--- config.mk ---
export PLATFORM = sky130hd
export DESIGN_NAME = msp_motor_ctrl
export DESIGN_NICKNAME = d
export VERILOG_FILES = /design/src/msp_pkg.sv /design/src/msp_sync3.sv /design/src/msp_motor_ctrl.sv
export SDC_FILE = /design/constraint.sdc
export NUM_CORES = 1
export LEC_CHECK = 0
export BUFFER_PORTS_ARGS = -buffer_cell sky130_fd_sc_hd__buf_2
export CAP_MARGIN = 20
export CORE_MARGIN = 4
export CORE_UTILIZATION = 55
export CTS_CLUSTER_SIZE = 8
export DETAILED_ROUTE_END_ITERATION = 10
export GPL_ROUTABILITY_DRIVEN = 0
export PLACE_DENSITY = 0.81
export SLEW_MARGIN = 20
export SYNTH_ARGS = -nofsm -noshare
export SYNTH_HDL_FRONTEND = slang
export SYNTH_SLANG_ARGS = --single-unit
--- constraint.sdc ---
create_clock -name clk -period 2.45 [get_ports clk]
set_input_delay 0.49 -clock clk [delete_from_list [all_inputs] [get_ports clk]]
set_output_delay 0.49 -clock clk [all_outputs]
set_load 0.01 [all_outputs]
--- src/msp_pkg.sv ---
package msp_pkg;

	localparam int MSP_MOTORS = 4;
	localparam int MSP_ADDR_W = 8;
	localparam int MSP_DATA_W = 32;

	// Register byte addresses
	localparam logic [7:0] OFS_CTRL0 = 8'h00;
	localparam logic [7:0] OFS_STATUS = 8'h10;
	localparam logic [7:0] OFS_IRQ_STAT = 8'h14;
	localparam logic [7:0] OFS_IRQ_CLR = 8'h18;
	localparam logic [7:0] OFS_IRQ_EN = 8'h1C;
	localparam logic [7:0] OFS_CWORD0 = 8'h20;
	localparam logic [7:0] REG_STRIDE = 8'h04;

	localparam int CTRL_W = 9;
	localparam logic [CTRL_W-1:0] CTRL_RESET = 9'h000;

	// Drive-profile control word bit positions
	localparam int CW_W = 16;
	localparam int CW_SWITCH_ON = 0;
	localparam int CW_VOLTAGE = 1;
	localparam int CW_QUICK_STOP = 2;
	localparam int CW_OPERATION = 3;
	localparam int CW_NEW_TARGET = 4;
	localparam int CW_CHG_IMM = 5;
	localparam int CW_ABS_REL = 6;
	localparam int CW_FAULT_RESET = 7;
	localparam int CW_HALT = 8;
	localparam int CW_CHG_AFTER = 9;
	localparam logic [CW_W-1:0] CW_RESET = 16'h0000;

	// Per-motor fields of status and interrupt registers
	localparam int ST_STRIDE = 4;
	localparam int EV_STRIDE = 3;
	localparam int EV_START = 0;
	localparam int EV_REACHED = 1;
	localparam int EV_FAULT = 2;

	localparam logic [1:0] RESP_OKAY = 2'h0;
	localparam logic [1:0] RESP_SLVERR = 2'h2;

	typedef enum logic [1:0] {
		ST_IDLE = 2'b00,
		ST_START = 2'b01,
		ST_MOVE = 2'b10
	} msp_pos_state_t;

	// Bit 0 is enable, bit 8 change-after-target-reached
	typedef struct packed {
		logic change_after_target_reached;
		logic change_immediately;
		logic abs_rel;
		logic new_target_trigger;
		logic position_mode;
		logic ctrlword_fault_reset;
		logic ctrlword_quick_stop;
		logic halt;
		logic enable;
	} msp_ctrl_t;

	typedef struct packed {
		logic connected;
		logic fault;
		logic target_reached;
	} msp_motor_in_t;

	typedef struct packed {
		logic fault;
		logic connected;
		logic target_reached_flag;
		logic busy;
	} msp_chan_stat_t;

endpackage : msp_pkg

--- src/msp_sync3.sv ---
`timescale 1ns/1ps
module msp_sync3
	import msp_pkg::*;
#(
	parameter int WIDTH = 3
) (
	input wire logic clk,
	input wire logic reset_n,
	input wire logic [WIDTH-1:0] async_in,
	output logic [WIDTH-1:0] sync_out
);

	logic [WIDTH-1:0] s1_reg;
	logic [WIDTH-1:0] s2_reg;
	logic [WIDTH-1:0] s3_reg;
	logic [WIDTH-1:0] out_next;

	// Stage two and three must agree, filtering single-cycle glitches
	assign out_next = (s2_reg == s3_reg) ? s3_reg : sync_out;

	always_ff @(posedge clk or negedge reset_n) begin
		if (!reset_n) begin
			s1_reg <= '0;
			s2_reg <= '0;
			s3_reg <= '0;
			sync_out <= '0;
		end else begin
			s1_reg <= async_in;
			s2_reg <= s1_reg;
			s3_reg <= s2_reg;
			sync_out <= out_next;
		end
	end

endmodule : msp_sync3

--- src/msp_motor_ctrl.sv ---
// Operation
// - Halt bit stops with ramp; forwarded as control word bit 8.
// - Quick stop bit stops at once; forwarded as control word bit 2.
// - In position mode a trigger rising edge starts a move; forwarded as bit 4.
// - Unless pos_ok drops, busy clears and target reached sets only after trigger is low, or on a reached edge during a retrigger with neither change bit set.
// - Abs/rel bit 0 means absolute target, 1 means relative target.
// - In position mode abs/rel is forwarded as control word bit 6.
// - Change-immediately restarts at once with new target; forwarded as bit 5.
// - Change-after-target finishes current target first; forwarded as bit 9.
// - Enable, connected and fault-free drives motor toward operation enabled.
// - Fault reset acknowledges a fault; forwarded as control word bit 7.
`timescale 1ns/1ps
module msp_motor_ctrl
	import msp_pkg::*;
#(
	parameter int MOTORS = MSP_MOTORS
) (
	input wire logic clk,
	input wire logic reset_n,
	input wire logic [MSP_ADDR_W-1:0] s_axi_awaddr,
	input wire logic [2:0] s_axi_awprot,
	input wire logic s_axi_awvalid,
	output logic s_axi_awready,
	input wire logic [MSP_DATA_W-1:0] s_axi_wdata,
	input wire logic [3:0] s_axi_wstrb,
	input wire logic s_axi_wvalid,
	output logic s_axi_wready,
	output logic [1:0] s_axi_bresp,
	output logic s_axi_bvalid,
	input wire logic s_axi_bready,
	input wire logic [MSP_ADDR_W-1:0] s_axi_araddr,
	input wire logic [2:0] s_axi_arprot,
	input wire logic s_axi_arvalid,
	output logic s_axi_arready,
	output logic [MSP_DATA_W-1:0] s_axi_rdata,
	output logic [1:0] s_axi_rresp,
	output logic s_axi_rvalid,
	input wire logic s_axi_rready,
	input wire msp_motor_in_t [MOTORS-1:0] motor_in,
	output logic [MOTORS-1:0][CW_W-1:0] control_word,
	output logic irq
);

	localparam int EV_W = MOTORS * EV_STRIDE;
	localparam int ST_W = MOTORS * ST_STRIDE;

	if (MOTORS < 1 || MOTORS > 4) begin : g_bad_motors
		$error("MOTORS must be 1 to 4 to fit the register map");
	end

	// Write channel capture
	logic aw_have_reg;
	logic w_have_reg;
	logic [MSP_ADDR_W-1:0] aw_addr_reg;
	logic [MSP_DATA_W-1:0] w_data_reg;
	logic [3:0] w_strb_reg;
	logic bvalid_reg;
	logic [1:0] bresp_reg;
	logic wr_fire;
	logic [MSP_ADDR_W-1:0] wr_word;
	logic [MSP_DATA_W-1:0] byte_mask;

	// Read channel
	logic rvalid_reg;
	logic [1:0] rresp_reg;
	logic [MSP_DATA_W-1:0] rdata_reg;
	logic rd_fire;
	logic [MSP_ADDR_W-1:0] rd_word;

	// Registers
	logic [MOTORS-1:0][CTRL_W-1:0] ctrl_reg;
	logic [EV_W-1:0] irq_stat_reg;
	logic [EV_W-1:0] irq_en_reg;
	logic [EV_W-1:0] events;
	logic [EV_W-1:0] clr_mask;
	logic [ST_W-1:0] status_bits;

	// Synchronised motor inputs
	msp_motor_in_t [MOTORS-1:0] min_sync;

	// Decode
	logic wr_stat_hit;
	logic wr_clr_hit;
	logic wr_en_hit;
	logic [MOTORS-1:0] wr_ctrl_hit;
	logic rd_stat_hit;
	logic rd_istat_hit;
	logic rd_en_hit;
	logic [MOTORS-1:0] rd_ctrl_hit;
	logic [MOTORS-1:0] rd_cw_hit;
	logic [MOTORS:0][MSP_DATA_W-1:0] rd_acc;
	logic [MOTORS:0] rd_any_acc;
	logic rd_mapped;
	logic wr_mapped;
	logic [MSP_DATA_W-1:0] rd_mux;

	msp_sync3 #(
		.WIDTH($bits(msp_motor_in_t) * MOTORS)
	) u_sync (
		.clk(clk),
		.reset_n(reset_n),
		.async_in(motor_in),
		.sync_out(min_sync)
	);

	// AXI4-Lite handshakes; address and data taken in either order
	assign s_axi_awready = ~aw_have_reg & ~bvalid_reg;
	assign s_axi_wready = ~w_have_reg & ~bvalid_reg;
	assign s_axi_bvalid = bvalid_reg;
	assign s_axi_bresp = bresp_reg;
	assign s_axi_arready = ~rvalid_reg;
	assign s_axi_rvalid = rvalid_reg;
	assign s_axi_rresp = rresp_reg;
	assign s_axi_rdata = rdata_reg;

	assign wr_fire = aw_have_reg & w_have_reg & ~bvalid_reg;
	assign rd_fire = s_axi_arvalid & ~rvalid_reg;
	assign wr_word = {aw_addr_reg[MSP_ADDR_W-1:2], 2'b00};
	assign rd_word = {s_axi_araddr[MSP_ADDR_W-1:2], 2'b00};
	assign byte_mask = {{8{w_strb_reg[3]}}, {8{w_strb_reg[2]}},
		{8{w_strb_reg[1]}}, {8{w_strb_reg[0]}}};

	assign wr_stat_hit = wr_word == OFS_STATUS;
	assign wr_clr_hit = wr_word == OFS_IRQ_CLR;
	assign wr_en_hit = wr_word == OFS_IRQ_EN;
	assign rd_stat_hit = rd_word == OFS_STATUS;
	assign rd_istat_hit = rd_word == OFS_IRQ_STAT;
	assign rd_en_hit = rd_word == OFS_IRQ_EN;

	// Status and interrupt status are read-only; writes to them answer OKAY
	assign wr_mapped = (|wr_ctrl_hit) | wr_clr_hit | wr_en_hit | wr_stat_hit
		| (wr_word == OFS_IRQ_STAT);
	assign rd_mapped = rd_any_acc[MOTORS] | rd_stat_hit | rd_istat_hit | rd_en_hit;

	assign rd_acc[0] = '0;
	assign rd_any_acc[0] = 1'b0;
	assign rd_mux = rd_acc[MOTORS]
		| (rd_stat_hit ? MSP_DATA_W'(status_bits) : '0)
		| (rd_istat_hit ? MSP_DATA_W'(irq_stat_reg) : '0)
		| (rd_en_hit ? MSP_DATA_W'(irq_en_reg) : '0);

	// Clear register is write-only; only enabled byte lanes clear
	assign clr_mask = (wr_fire & wr_clr_hit) ? EV_W'(w_data_reg & byte_mask) : '0;

	assign irq = |(irq_stat_reg & irq_en_reg);

	always_ff @(posedge clk or negedge reset_n) begin
		if (!reset_n) begin
			aw_have_reg <= 1'b0;
			aw_addr_reg <= '0;
		end else if (s_axi_awvalid & s_axi_awready) begin
			aw_have_reg <= 1'b1;
			aw_addr_reg <= s_axi_awaddr;
		end else if (wr_fire) begin
			aw_have_reg <= 1'b0;
		end
	end

	always_ff @(posedge clk or negedge reset_n) begin
		if (!reset_n) begin
			w_have_reg <= 1'b0;
			w_data_reg <= '0;
			w_strb_reg <= '0;
		end else if (s_axi_wvalid & s_axi_wready) begin
			w_have_reg <= 1'b1;
			w_data_reg <= s_axi_wdata;
			w_strb_reg <= s_axi_wstrb;
		end else if (wr_fire) begin
			w_have_reg <= 1'b0;
		end
	end

	always_ff @(posedge clk or negedge reset_n) begin
		if (!reset_n) begin
			bvalid_reg <= 1'b0;
			bresp_reg <= RESP_OKAY;
		end else if (wr_fire) begin
			bvalid_reg <= 1'b1;
			bresp_reg <= wr_mapped ? RESP_OKAY : RESP_SLVERR;
		end else if (s_axi_bready) begin
			bvalid_reg <= 1'b0;
		end
	end

	always_ff @(posedge clk or negedge reset_n) begin
		if (!reset_n) begin
			rvalid_reg <= 1'b0;
			rresp_reg <= RESP_OKAY;
			rdata_reg <= '0;
		end else if (rd_fire) begin
			rvalid_reg <= 1'b1;
			rresp_reg <= rd_mapped ? RESP_OKAY : RESP_SLVERR;
			rdata_reg <= rd_mux;
		end else if (s_axi_rready) begin
			rvalid_reg <= 1'b0;
		end
	end

	always_ff @(posedge clk or negedge reset_n) begin
		if (!reset_n) begin
			irq_en_reg <= '0;
		end else if (wr_fire & wr_en_hit) begin
			irq_en_reg <= (irq_en_reg & ~EV_W'(byte_mask)) | EV_W'(w_data_reg & byte_mask);
		end
	end

	// A new event wins over a clear in the same cycle
	always_ff @(posedge clk or negedge reset_n) begin
		if (!reset_n) begin
			irq_stat_reg <= '0;
		end else begin
			irq_stat_reg <= (irq_stat_reg & ~clr_mask) | events;
		end
	end

	for (genvar m = 0; m < MOTORS; m++) begin : g_motor
		localparam logic [7:0] CTRL_OFS = 8'(OFS_CTRL0 + m * REG_STRIDE);
		localparam logic [7:0] CW_OFS = 8'(OFS_CWORD0 + m * REG_STRIDE);

		msp_ctrl_t c;
		msp_motor_in_t mi;
		msp_chan_stat_t st;
		msp_pos_state_t state_reg;
		msp_pos_state_t state_next;
		logic trig_prev_reg;
		logic trig_rise;
		logic reached_prev_reg;
		logic reached_rise;
		logic fault_prev_reg;
		logic op_en;
		logic pos_ok;
		logic pend_reg;
		logic pend_next;
		logic tr_flag_reg;
		logic tr_flag_next;
		logic ev_start;
		logic ev_done;
		logic [CW_W-1:0] cw_next;

		assign c = msp_ctrl_t'(ctrl_reg[m]);
		assign mi = min_sync[m];
		assign wr_ctrl_hit[m] = wr_word == CTRL_OFS;
		assign rd_ctrl_hit[m] = rd_word == CTRL_OFS;
		assign rd_cw_hit[m] = rd_word == CW_OFS;
		assign rd_acc[m+1] = rd_acc[m]
			| (rd_ctrl_hit[m] ? MSP_DATA_W'(ctrl_reg[m]) : '0)
			| (rd_cw_hit[m] ? MSP_DATA_W'(control_word[m]) : '0);
		assign rd_any_acc[m+1] = rd_any_acc[m] | rd_ctrl_hit[m] | rd_cw_hit[m];

		assign op_en = c.enable & mi.connected & ~mi.fault;
		assign pos_ok = c.position_mode & op_en & ~c.ctrlword_quick_stop;
		assign trig_rise = c.new_target_trigger & ~trig_prev_reg;
		assign reached_rise = mi.target_reached & ~reached_prev_reg;

		// Positioning handshake
		always_comb begin
			state_next = state_reg;
			pend_next = pend_reg;
			tr_flag_next = tr_flag_reg;
			ev_start = 1'b0;
			ev_done = 1'b0;
			case (state_reg)
				ST_IDLE: begin
					if (pos_ok & trig_rise) begin
						state_next = ST_START;
						tr_flag_next = 1'b0;
						ev_start = 1'b1;
					end
				end
				ST_START: begin
					// Held busy until the trigger drops, whatever target reached reports; loss of pos_ok returns to idle
					if (!pos_ok) begin
						state_next = ST_IDLE;
						pend_next = 1'b0;
					end else if (!c.new_target_trigger) begin
						state_next = ST_MOVE;
					end
				end
				ST_MOVE: begin
					if (!pos_ok) begin
						state_next = ST_IDLE;
						pend_next = 1'b0;
					end else if (trig_rise & c.change_immediately) begin
						state_next = ST_START;
						pend_next = 1'b0;
						ev_start = 1'b1;
					end else if (trig_rise & c.change_after_target_reached) begin
						pend_next = 1'b1;
					end else if (reached_rise & pend_reg) begin
						state_next = ST_START;
						pend_next = 1'b0;
						ev_start = 1'b1;
					end else if (reached_rise) begin
						state_next = ST_IDLE;
						tr_flag_next = 1'b1;
						ev_done = 1'b1;
					end
				end
				default: begin
					state_next = ST_IDLE;
					pend_next = 1'b0;
				end
			endcase
		end

		always_comb begin
			cw_next = CW_RESET;
			cw_next[CW_SWITCH_ON] = op_en;
			cw_next[CW_VOLTAGE] = op_en;
			cw_next[CW_OPERATION] = op_en;
			cw_next[CW_QUICK_STOP] = c.ctrlword_quick_stop;
			cw_next[CW_HALT] = c.halt;
			cw_next[CW_FAULT_RESET] = c.ctrlword_fault_reset;
			if (c.position_mode) begin
				cw_next[CW_NEW_TARGET] = c.new_target_trigger;
				cw_next[CW_ABS_REL] = c.abs_rel;
				cw_next[CW_CHG_IMM] = c.change_immediately;
				cw_next[CW_CHG_AFTER] = c.change_after_target_reached;
			end
		end

		assign st.busy = state_reg != ST_IDLE;
		assign st.target_reached_flag = tr_flag_reg;
		assign st.connected = mi.connected;
		assign st.fault = mi.fault;
		assign status_bits[m*ST_STRIDE +: ST_STRIDE] = st;
		assign events[m*EV_STRIDE + EV_START] = ev_start;
		assign events[m*EV_STRIDE + EV_REACHED] = ev_done;
		assign events[m*EV_STRIDE + EV_FAULT] = mi.fault & ~fault_prev_reg;

		always_ff @(posedge clk or negedge reset_n) begin
			if (!reset_n) begin
				ctrl_reg[m] <= CTRL_RESET;
			end else if (wr_fire & wr_ctrl_hit[m]) begin
				ctrl_reg[m] <= (ctrl_reg[m] & ~CTRL_W'(byte_mask))
					| CTRL_W'(w_data_reg & byte_mask);
			end
		end

		always_ff @(posedge clk or negedge reset_n) begin
			if (!reset_n) begin
				state_reg <= ST_IDLE;
				pend_reg <= 1'b0;
				tr_flag_reg <= 1'b0;
				trig_prev_reg <= 1'b0;
				reached_prev_reg <= 1'b0;
				fault_prev_reg <= 1'b0;
				control_word[m] <= CW_RESET;
			end else begin
				state_reg <= state_next;
				pend_reg <= pend_next;
				tr_flag_reg <= tr_flag_next;
				trig_prev_reg <= c.new_target_trigger;
				reached_prev_reg <= mi.target_reached;
				fault_prev_reg <= mi.fault;
				control_word[m] <= cw_next;
			end
		end
	end

endmodule : msp_motor_ctrl

; After elaboration in Yosys (flattened, before gate mapping)
; Index checks and enable logic that the tools add are counted.
[classes]
n_eq_ne = 70
muxes = 165
bitwise = 126
reduce_logical = 32
[op_table]
columns = op, count
row1 = $mux 1, 99
row2 = $mux 2, 34
row3 = $or 32x12->32, 2
row4 = $and 1x1->1, 57
row5 = $ne 2x2->1 const B, 28
row6 = $and 12x12->12, 4
row7 = $eq 6x3->1 const B, 7
row8 = $mux 10, 4
row9 = $ne 5x5->1 const B, 8
row10 = $and 9x9->9, 4
row11 = $mux 12, 3
row12 = $mux 9, 4
row13 = $or 9x9->9, 4
row14 = $or 32x16->32, 1
row15 = $or 10x10->10, 3
row16 = $or 10x9->10, 3
row17 = $not 1->1, 28
row18 = $reduce_and 7->1, 4
row19 = $eq 6x2->1 const B, 4
row20 = $eq 6x4->1 const B, 4
row21 = $not 12->12, 2
row22 = $or 12x12->12, 2
row23 = $pmux 2 s3, 4
row24 = $reduce_bool 2->1, 12
row25 = other kinds (19), 68
[word_totals]
reg_bits = 238
input_bits = 77
output_inout_bits = 106
wordCells = 441

; Depth between registers and ports, before layout
[depth]
word_depth = 12
ltp_mapped = 7
depth_no_buf = 5

; By module
; From an unflattened synthesis, not the netlist that was laid out.
[unflattened]
cells_unflattened = 723
hier_area_um2 = 9236.4
[modules_own_cells]
columns = mod, n_inst, cells_each, area_per_inst_um2, seq_area_each_um2
row1 = msp_motor_ctrl, 1, 646, 7759.9, 4053.9
row2 = msp_sync3, 1, 77, 1476.4, 1201.2

; Least setup slack after synthesis
; Ideal clock, no wire load.
[synth_path]
path_type = input-to-reg
startpoint = input s_axi_araddr[2]
endpoint = register rdata_reg[9], in the netlist s_axi_rdata[9]
setup_ps = 126
t_arrival_ps = 1782
required_time_ps = 2324
slack_ps = 542
stages = 7
path_buffers = 3
cell_sequence = buf_2 buf_4 buf_2 mux2i_1 o2bb2ai_1 a221oi_1 nor2_1
[synth_between]
elab_chain_cells = 12
word_cells_on_any_way = 24
classes_between = eq/ne: 7 / mux: 7 / bitwise: 10
[synth_rtl]
columns = element, line
row1 = start: declaration, msp_motor_ctrl.sv:31  ; input wire logic [MSP_ADDR_W-1:0] s_axi_araddr,
row2 = $eq 6x4->1, msp_motor_ctrl.sv:244  ; assign rd_cw_hit[m] = rd_word == CW_OFS;
row3 = $mux 10, msp_motor_ctrl.sv:247  ; | (rd_cw_hit[m] ? MSP_DATA_W'(control_word[m]) : '0);
row4 = $or 9x10->10, msp_motor_ctrl.sv:247
row5 = $or 10x9->10, msp_motor_ctrl.sv:246  ; | (rd_ctrl_hit[m] ? MSP_DATA_W'(ctrl_reg[m]) : '0)
row6 = $or 10x10->10, msp_motor_ctrl.sv:247
row7 = $or 10x9->10, msp_motor_ctrl.sv:246
row8 = $or 10x10->10, msp_motor_ctrl.sv:247
row9 = $or 10x9->10, msp_motor_ctrl.sv:246
row10 = $or 10x10->10, msp_motor_ctrl.sv:247
row11 = $or 32x16->32, msp_motor_ctrl.sv:138  ; | (rd_stat_hit ? MSP_DATA_W'(status_bits) : '0)
row12 = $or 32x12->32, msp_motor_ctrl.sv:139  ; | (rd_istat_hit ? MSP_DATA_W'(irq_stat_reg) : '0)
row13 = $or 32x12->32 *, msp_motor_ctrl.sv:140  ; | (rd_en_hit ? MSP_DATA_W'(irq_en_reg) : '0);
row14 = end signal: assignment, msp_motor_ctrl.sv:193  ; rdata_reg <= rd_mux;
row15 = end: declaration, msp_motor_ctrl.sv:66  ; logic [MSP_DATA_W-1:0] rdata_reg;
; Mark *: on every way between the ends. The rest lies on a longest branch, timed or not.
; A chain may end at the register's enable or synchronous reset.

; Worst setup path in the final report
[layout_path]
startpoint = register irq_stat_reg[5]
endpoint = output irq
[layout_between]
elab_chain_cells = 2
[layout_rtl]
columns = element, line
row1 = start: declaration, msp_motor_ctrl.sv:72  ; logic [EV_W-1:0] irq_stat_reg;
row2 = start signal: assignment, msp_motor_ctrl.sv:212  ; irq_stat_reg <= (irq_stat_reg & ~clr_mask) | events;
row3 = $and 12x12->12, msp_motor_ctrl.sv:145  ; assign irq = |(irq_stat_reg & irq_en_reg);
row4 = $reduce_or 12->1, msp_motor_ctrl.sv:145
row5 = end: declaration, msp_motor_ctrl.sv:41  ; output logic irq
; Every way passes these cells.

==> key figures <==
Global route
  – Largest net degree at the start of global routing: 61
  – Vias in the first global route: 6288
  – GRT Util Overall: 0.232
  – First-pass GRT wire length: 33.9 mm
  – GR Overflow Total: 0
  – Initial antenna violation count: 0

Routing
  – Starting DRT DRC Count: 476
  – Pre-antenna DRT Iters: 5
  – Final Routed Wirelength: 21.4 mm
  – Top sig layer: met4
  – Antenna viol nets, final: 0
  – DRC Markers: 0
  – Via count: 6258
  – Wire per inst: 20.1 um
  – Wl on met1: 8.62 mm
  – Vias per cell: 5.88
  – Metal2 WL: 10.2 mm
  – DR WL met3: 1.73 mm

Run
  – Max-capacitance violation count: 0

Placed design
  – Pre-CTS WS: 0.287 ns
  – DP Wirelength: 15.4 mm
  – DP Cell Count: 1030
  – Placement Cell Area: 9860 um2
  – PortBufs: 108

Status
  – Status: completed

STA
  – Minimum clock period: 2.32 ns
  – Final hold vios: 0
  – RSZ-0062 raised after global routing: false
  – Worst clock skew: 0.0112 ns
  – Least-Margin Pin Slew: 0.631 ns
  – Fin. max-slew vios: 0
  – Fmax: 431 MHz
  – Setup TNS: 0 ns
  – Final Setup Violations: 0
  – Worst Slack Setup Final: 0.128 ns
  – Max-slew headroom: 0.576
  – Hold Worst Slack: 0.0572 ns
  – Tcrit/Tclk final: 0.948

Synthesis
  – Register area share after synthesis: 0.572
  – Post-Syn Area: 9180 um2
  – Cell count after synthesis: 723
  – Yosys warns: 0
  – Synth Area in Adders: 0
  – Synth Register Bits: 210
  – Mux share of post-synthesis cell area: 0.151
  – Syn Area/Cell: 12.7 um2
  – Yosys cell types: 61
  – Ys async rst share: 1.00
  – Synth Flop Type: dfrtp_1
  – Largest family of logic cells by synthesized area: multiplexers
  – Number of flops mapped to enable cells by yosys: 0
  – Synth Area in Simple Gates: 0.109
  – Post-Synth XOR/XNOR Area: 0.0114
  – Synth Area in Compound Gates: 0.0954

Critical path
  – Crit Path Category: reg -> out
  – Worst Path Arrival: 1.83 ns
  – WP data required: 1.96 ns
  – Critical path launch point type: flop
  – Setup crit end kind: output port
  – Critical path peak fanout: 3

Pwr
  – P_sw: 0.00294 W
  – Int Power: 0.00706 W
  – Sequential Power Share: 0.490
  – Power Density: 939 nW/um2
  – Worst VDD drop: 0.000768 V
  – Comb pwr share: 0.159
  – Sw frac: 0.294
  – Leak: 5.15 nW
  – Clock power frac: 0.351

Clock network
  – CTS Buffer Depth: 3
  – Cts bufs inserted: 30
  – H-tree levels: 1
  – Worst skew pair latency: 0.54 ns
  – CTS clk-pin slew, worst paths: 0.05 ns
  – Post-CTS setup buffer count: 0
  – CTS root buf: clkbuf_16
  – Post-CTS Resized: 0
  – CTS tree: done
  – Hold_buf cts: 1
  – Clock sinks: 210

Floorplan
  – Initial core utilization: 0.570
  – Row count: 46
  – Die X: 137 um
  – Core Region: 16100 um2
  – IO Pins: 183
  – Die area: 18800 um2
  – Die Span Y: 137 um

Final layout
  – Final instance count without filler cells: 1064
  – Commonest non-fill, non-tap cell in the layout: dfrtp_1
  – Ant. Diodes: 0
  – Post-route design area: 10600 um2
  – Area Overhead vs Synth: 16.0%
  – Share of cells above drive strength 1: 0.314
  – Net count, final: 924
  – Commonest non-fill, non-tap cells in the layout: 210 x dfrtp_1, 107 x buf_2, 82 x mux2_2

Worst hold path
  – Tightest Hold Check Type: in -> reg
-- path summary, 6_finish.rpt --
path / from / endpoint / slack, ns / cells past startpoint
worst max-delay path: irq_stat_reg[5]$_DFF_PN0_ / irq / 0.13 / 4
worst min-delay path: motor_in[9] / u_sync.s1_reg[9]$_DFF_PN0_ / 0.06 / 1
worst max register to register: aw_addr_reg[5]$_DFFE_PN0P_ / flop / 0.24 / 4
worst min register to register: u_sync.s1_reg[3]$_DFF_PN0_ / u_sync.s2_reg[3]$_DFF_PN0_ / 0.34 / 0
max in group asynchronous: reset_n / u_sync.s2_reg[1]$_DFF_PN0_ / 1.30 / 3
min in group asynchronous: reset_n / s_axi_bresp[1]$_DFFE_PN0P_ / 0.44 / 2
-- worst max-delay path, stage by stage, from the launching register on --
cell,delay (ns)
dfrtp_1,0.42
a22o_1,0.23
a221oi_1,0.28
nand3_1,0.19
buf_2,0.18
-- layer usage --
metal / track usage / up-vias
met5: 0 / -
met4: 0.0965 / 0
met3: 0.0493 / 58
met2: 0.381 / 289
met1: 0.304 / 3151
li1: - / 2760
-- area by class of cell --
type                            count  area [um2]
Clock buffer                       31         754
Fill cell                        1160        5470
Clock inverter                      2        23.8
Timing Repair Buffer              127         744
Sequential cell                   210        5260
Tap cell                          216         270
Multi-Input combinational cell    459        3530
Inverter                           19        71.3
-- through the flow --
step                utilization  power (W)
CTS                       0.661     0.0100
finish                    0.661     0.0100
global placement          0.612    0.00640
floorplan                     -    0.00576
global route              0.661     0.0104
detailed placement        0.612    0.00651
-- synth_stat cells, drive strengths merged, types with 14 or more instances --
cell type / number / share of area
a21oi: 22 / 0.012
nor2b: 17 / 0.012
and2: 19 / 0.013
mux2: 82 / 0.10
nand2: 41 / 0.017
clkbuf: 15 / 0.0061
o21ai: 20 / 0.011
inv: 19 / 0.0078
mux4: 16 / 0.039
dfrtp: 210 / 0.57
buf: 61 / 0.047
nor2: 30 / 0.012
nand3: 14 / 0.0087
-- power groups by stage --
stage	sequential [W]	clock, W	combinational (W)
finish	0.00490	0.00351	0.00159
global route	0.00498	0.00371	0.00174
CTS	0.00488	0.00356	0.00160
detailed placement	0.00493	0	0.00158
global placement	0.00488	0	0.00152
floorplan	0.00465	0	0.00111
-- logic make-up after synthesis --
logic type,Yosys count
DFF,210
and+or+nand+nor,176
AOI/OAI and AO/OA,121
muxes,108
buffers and inverters,95
xor gates and xnor gates,12
other,1
Note: power is estimated with default switching activity, not from simulation.
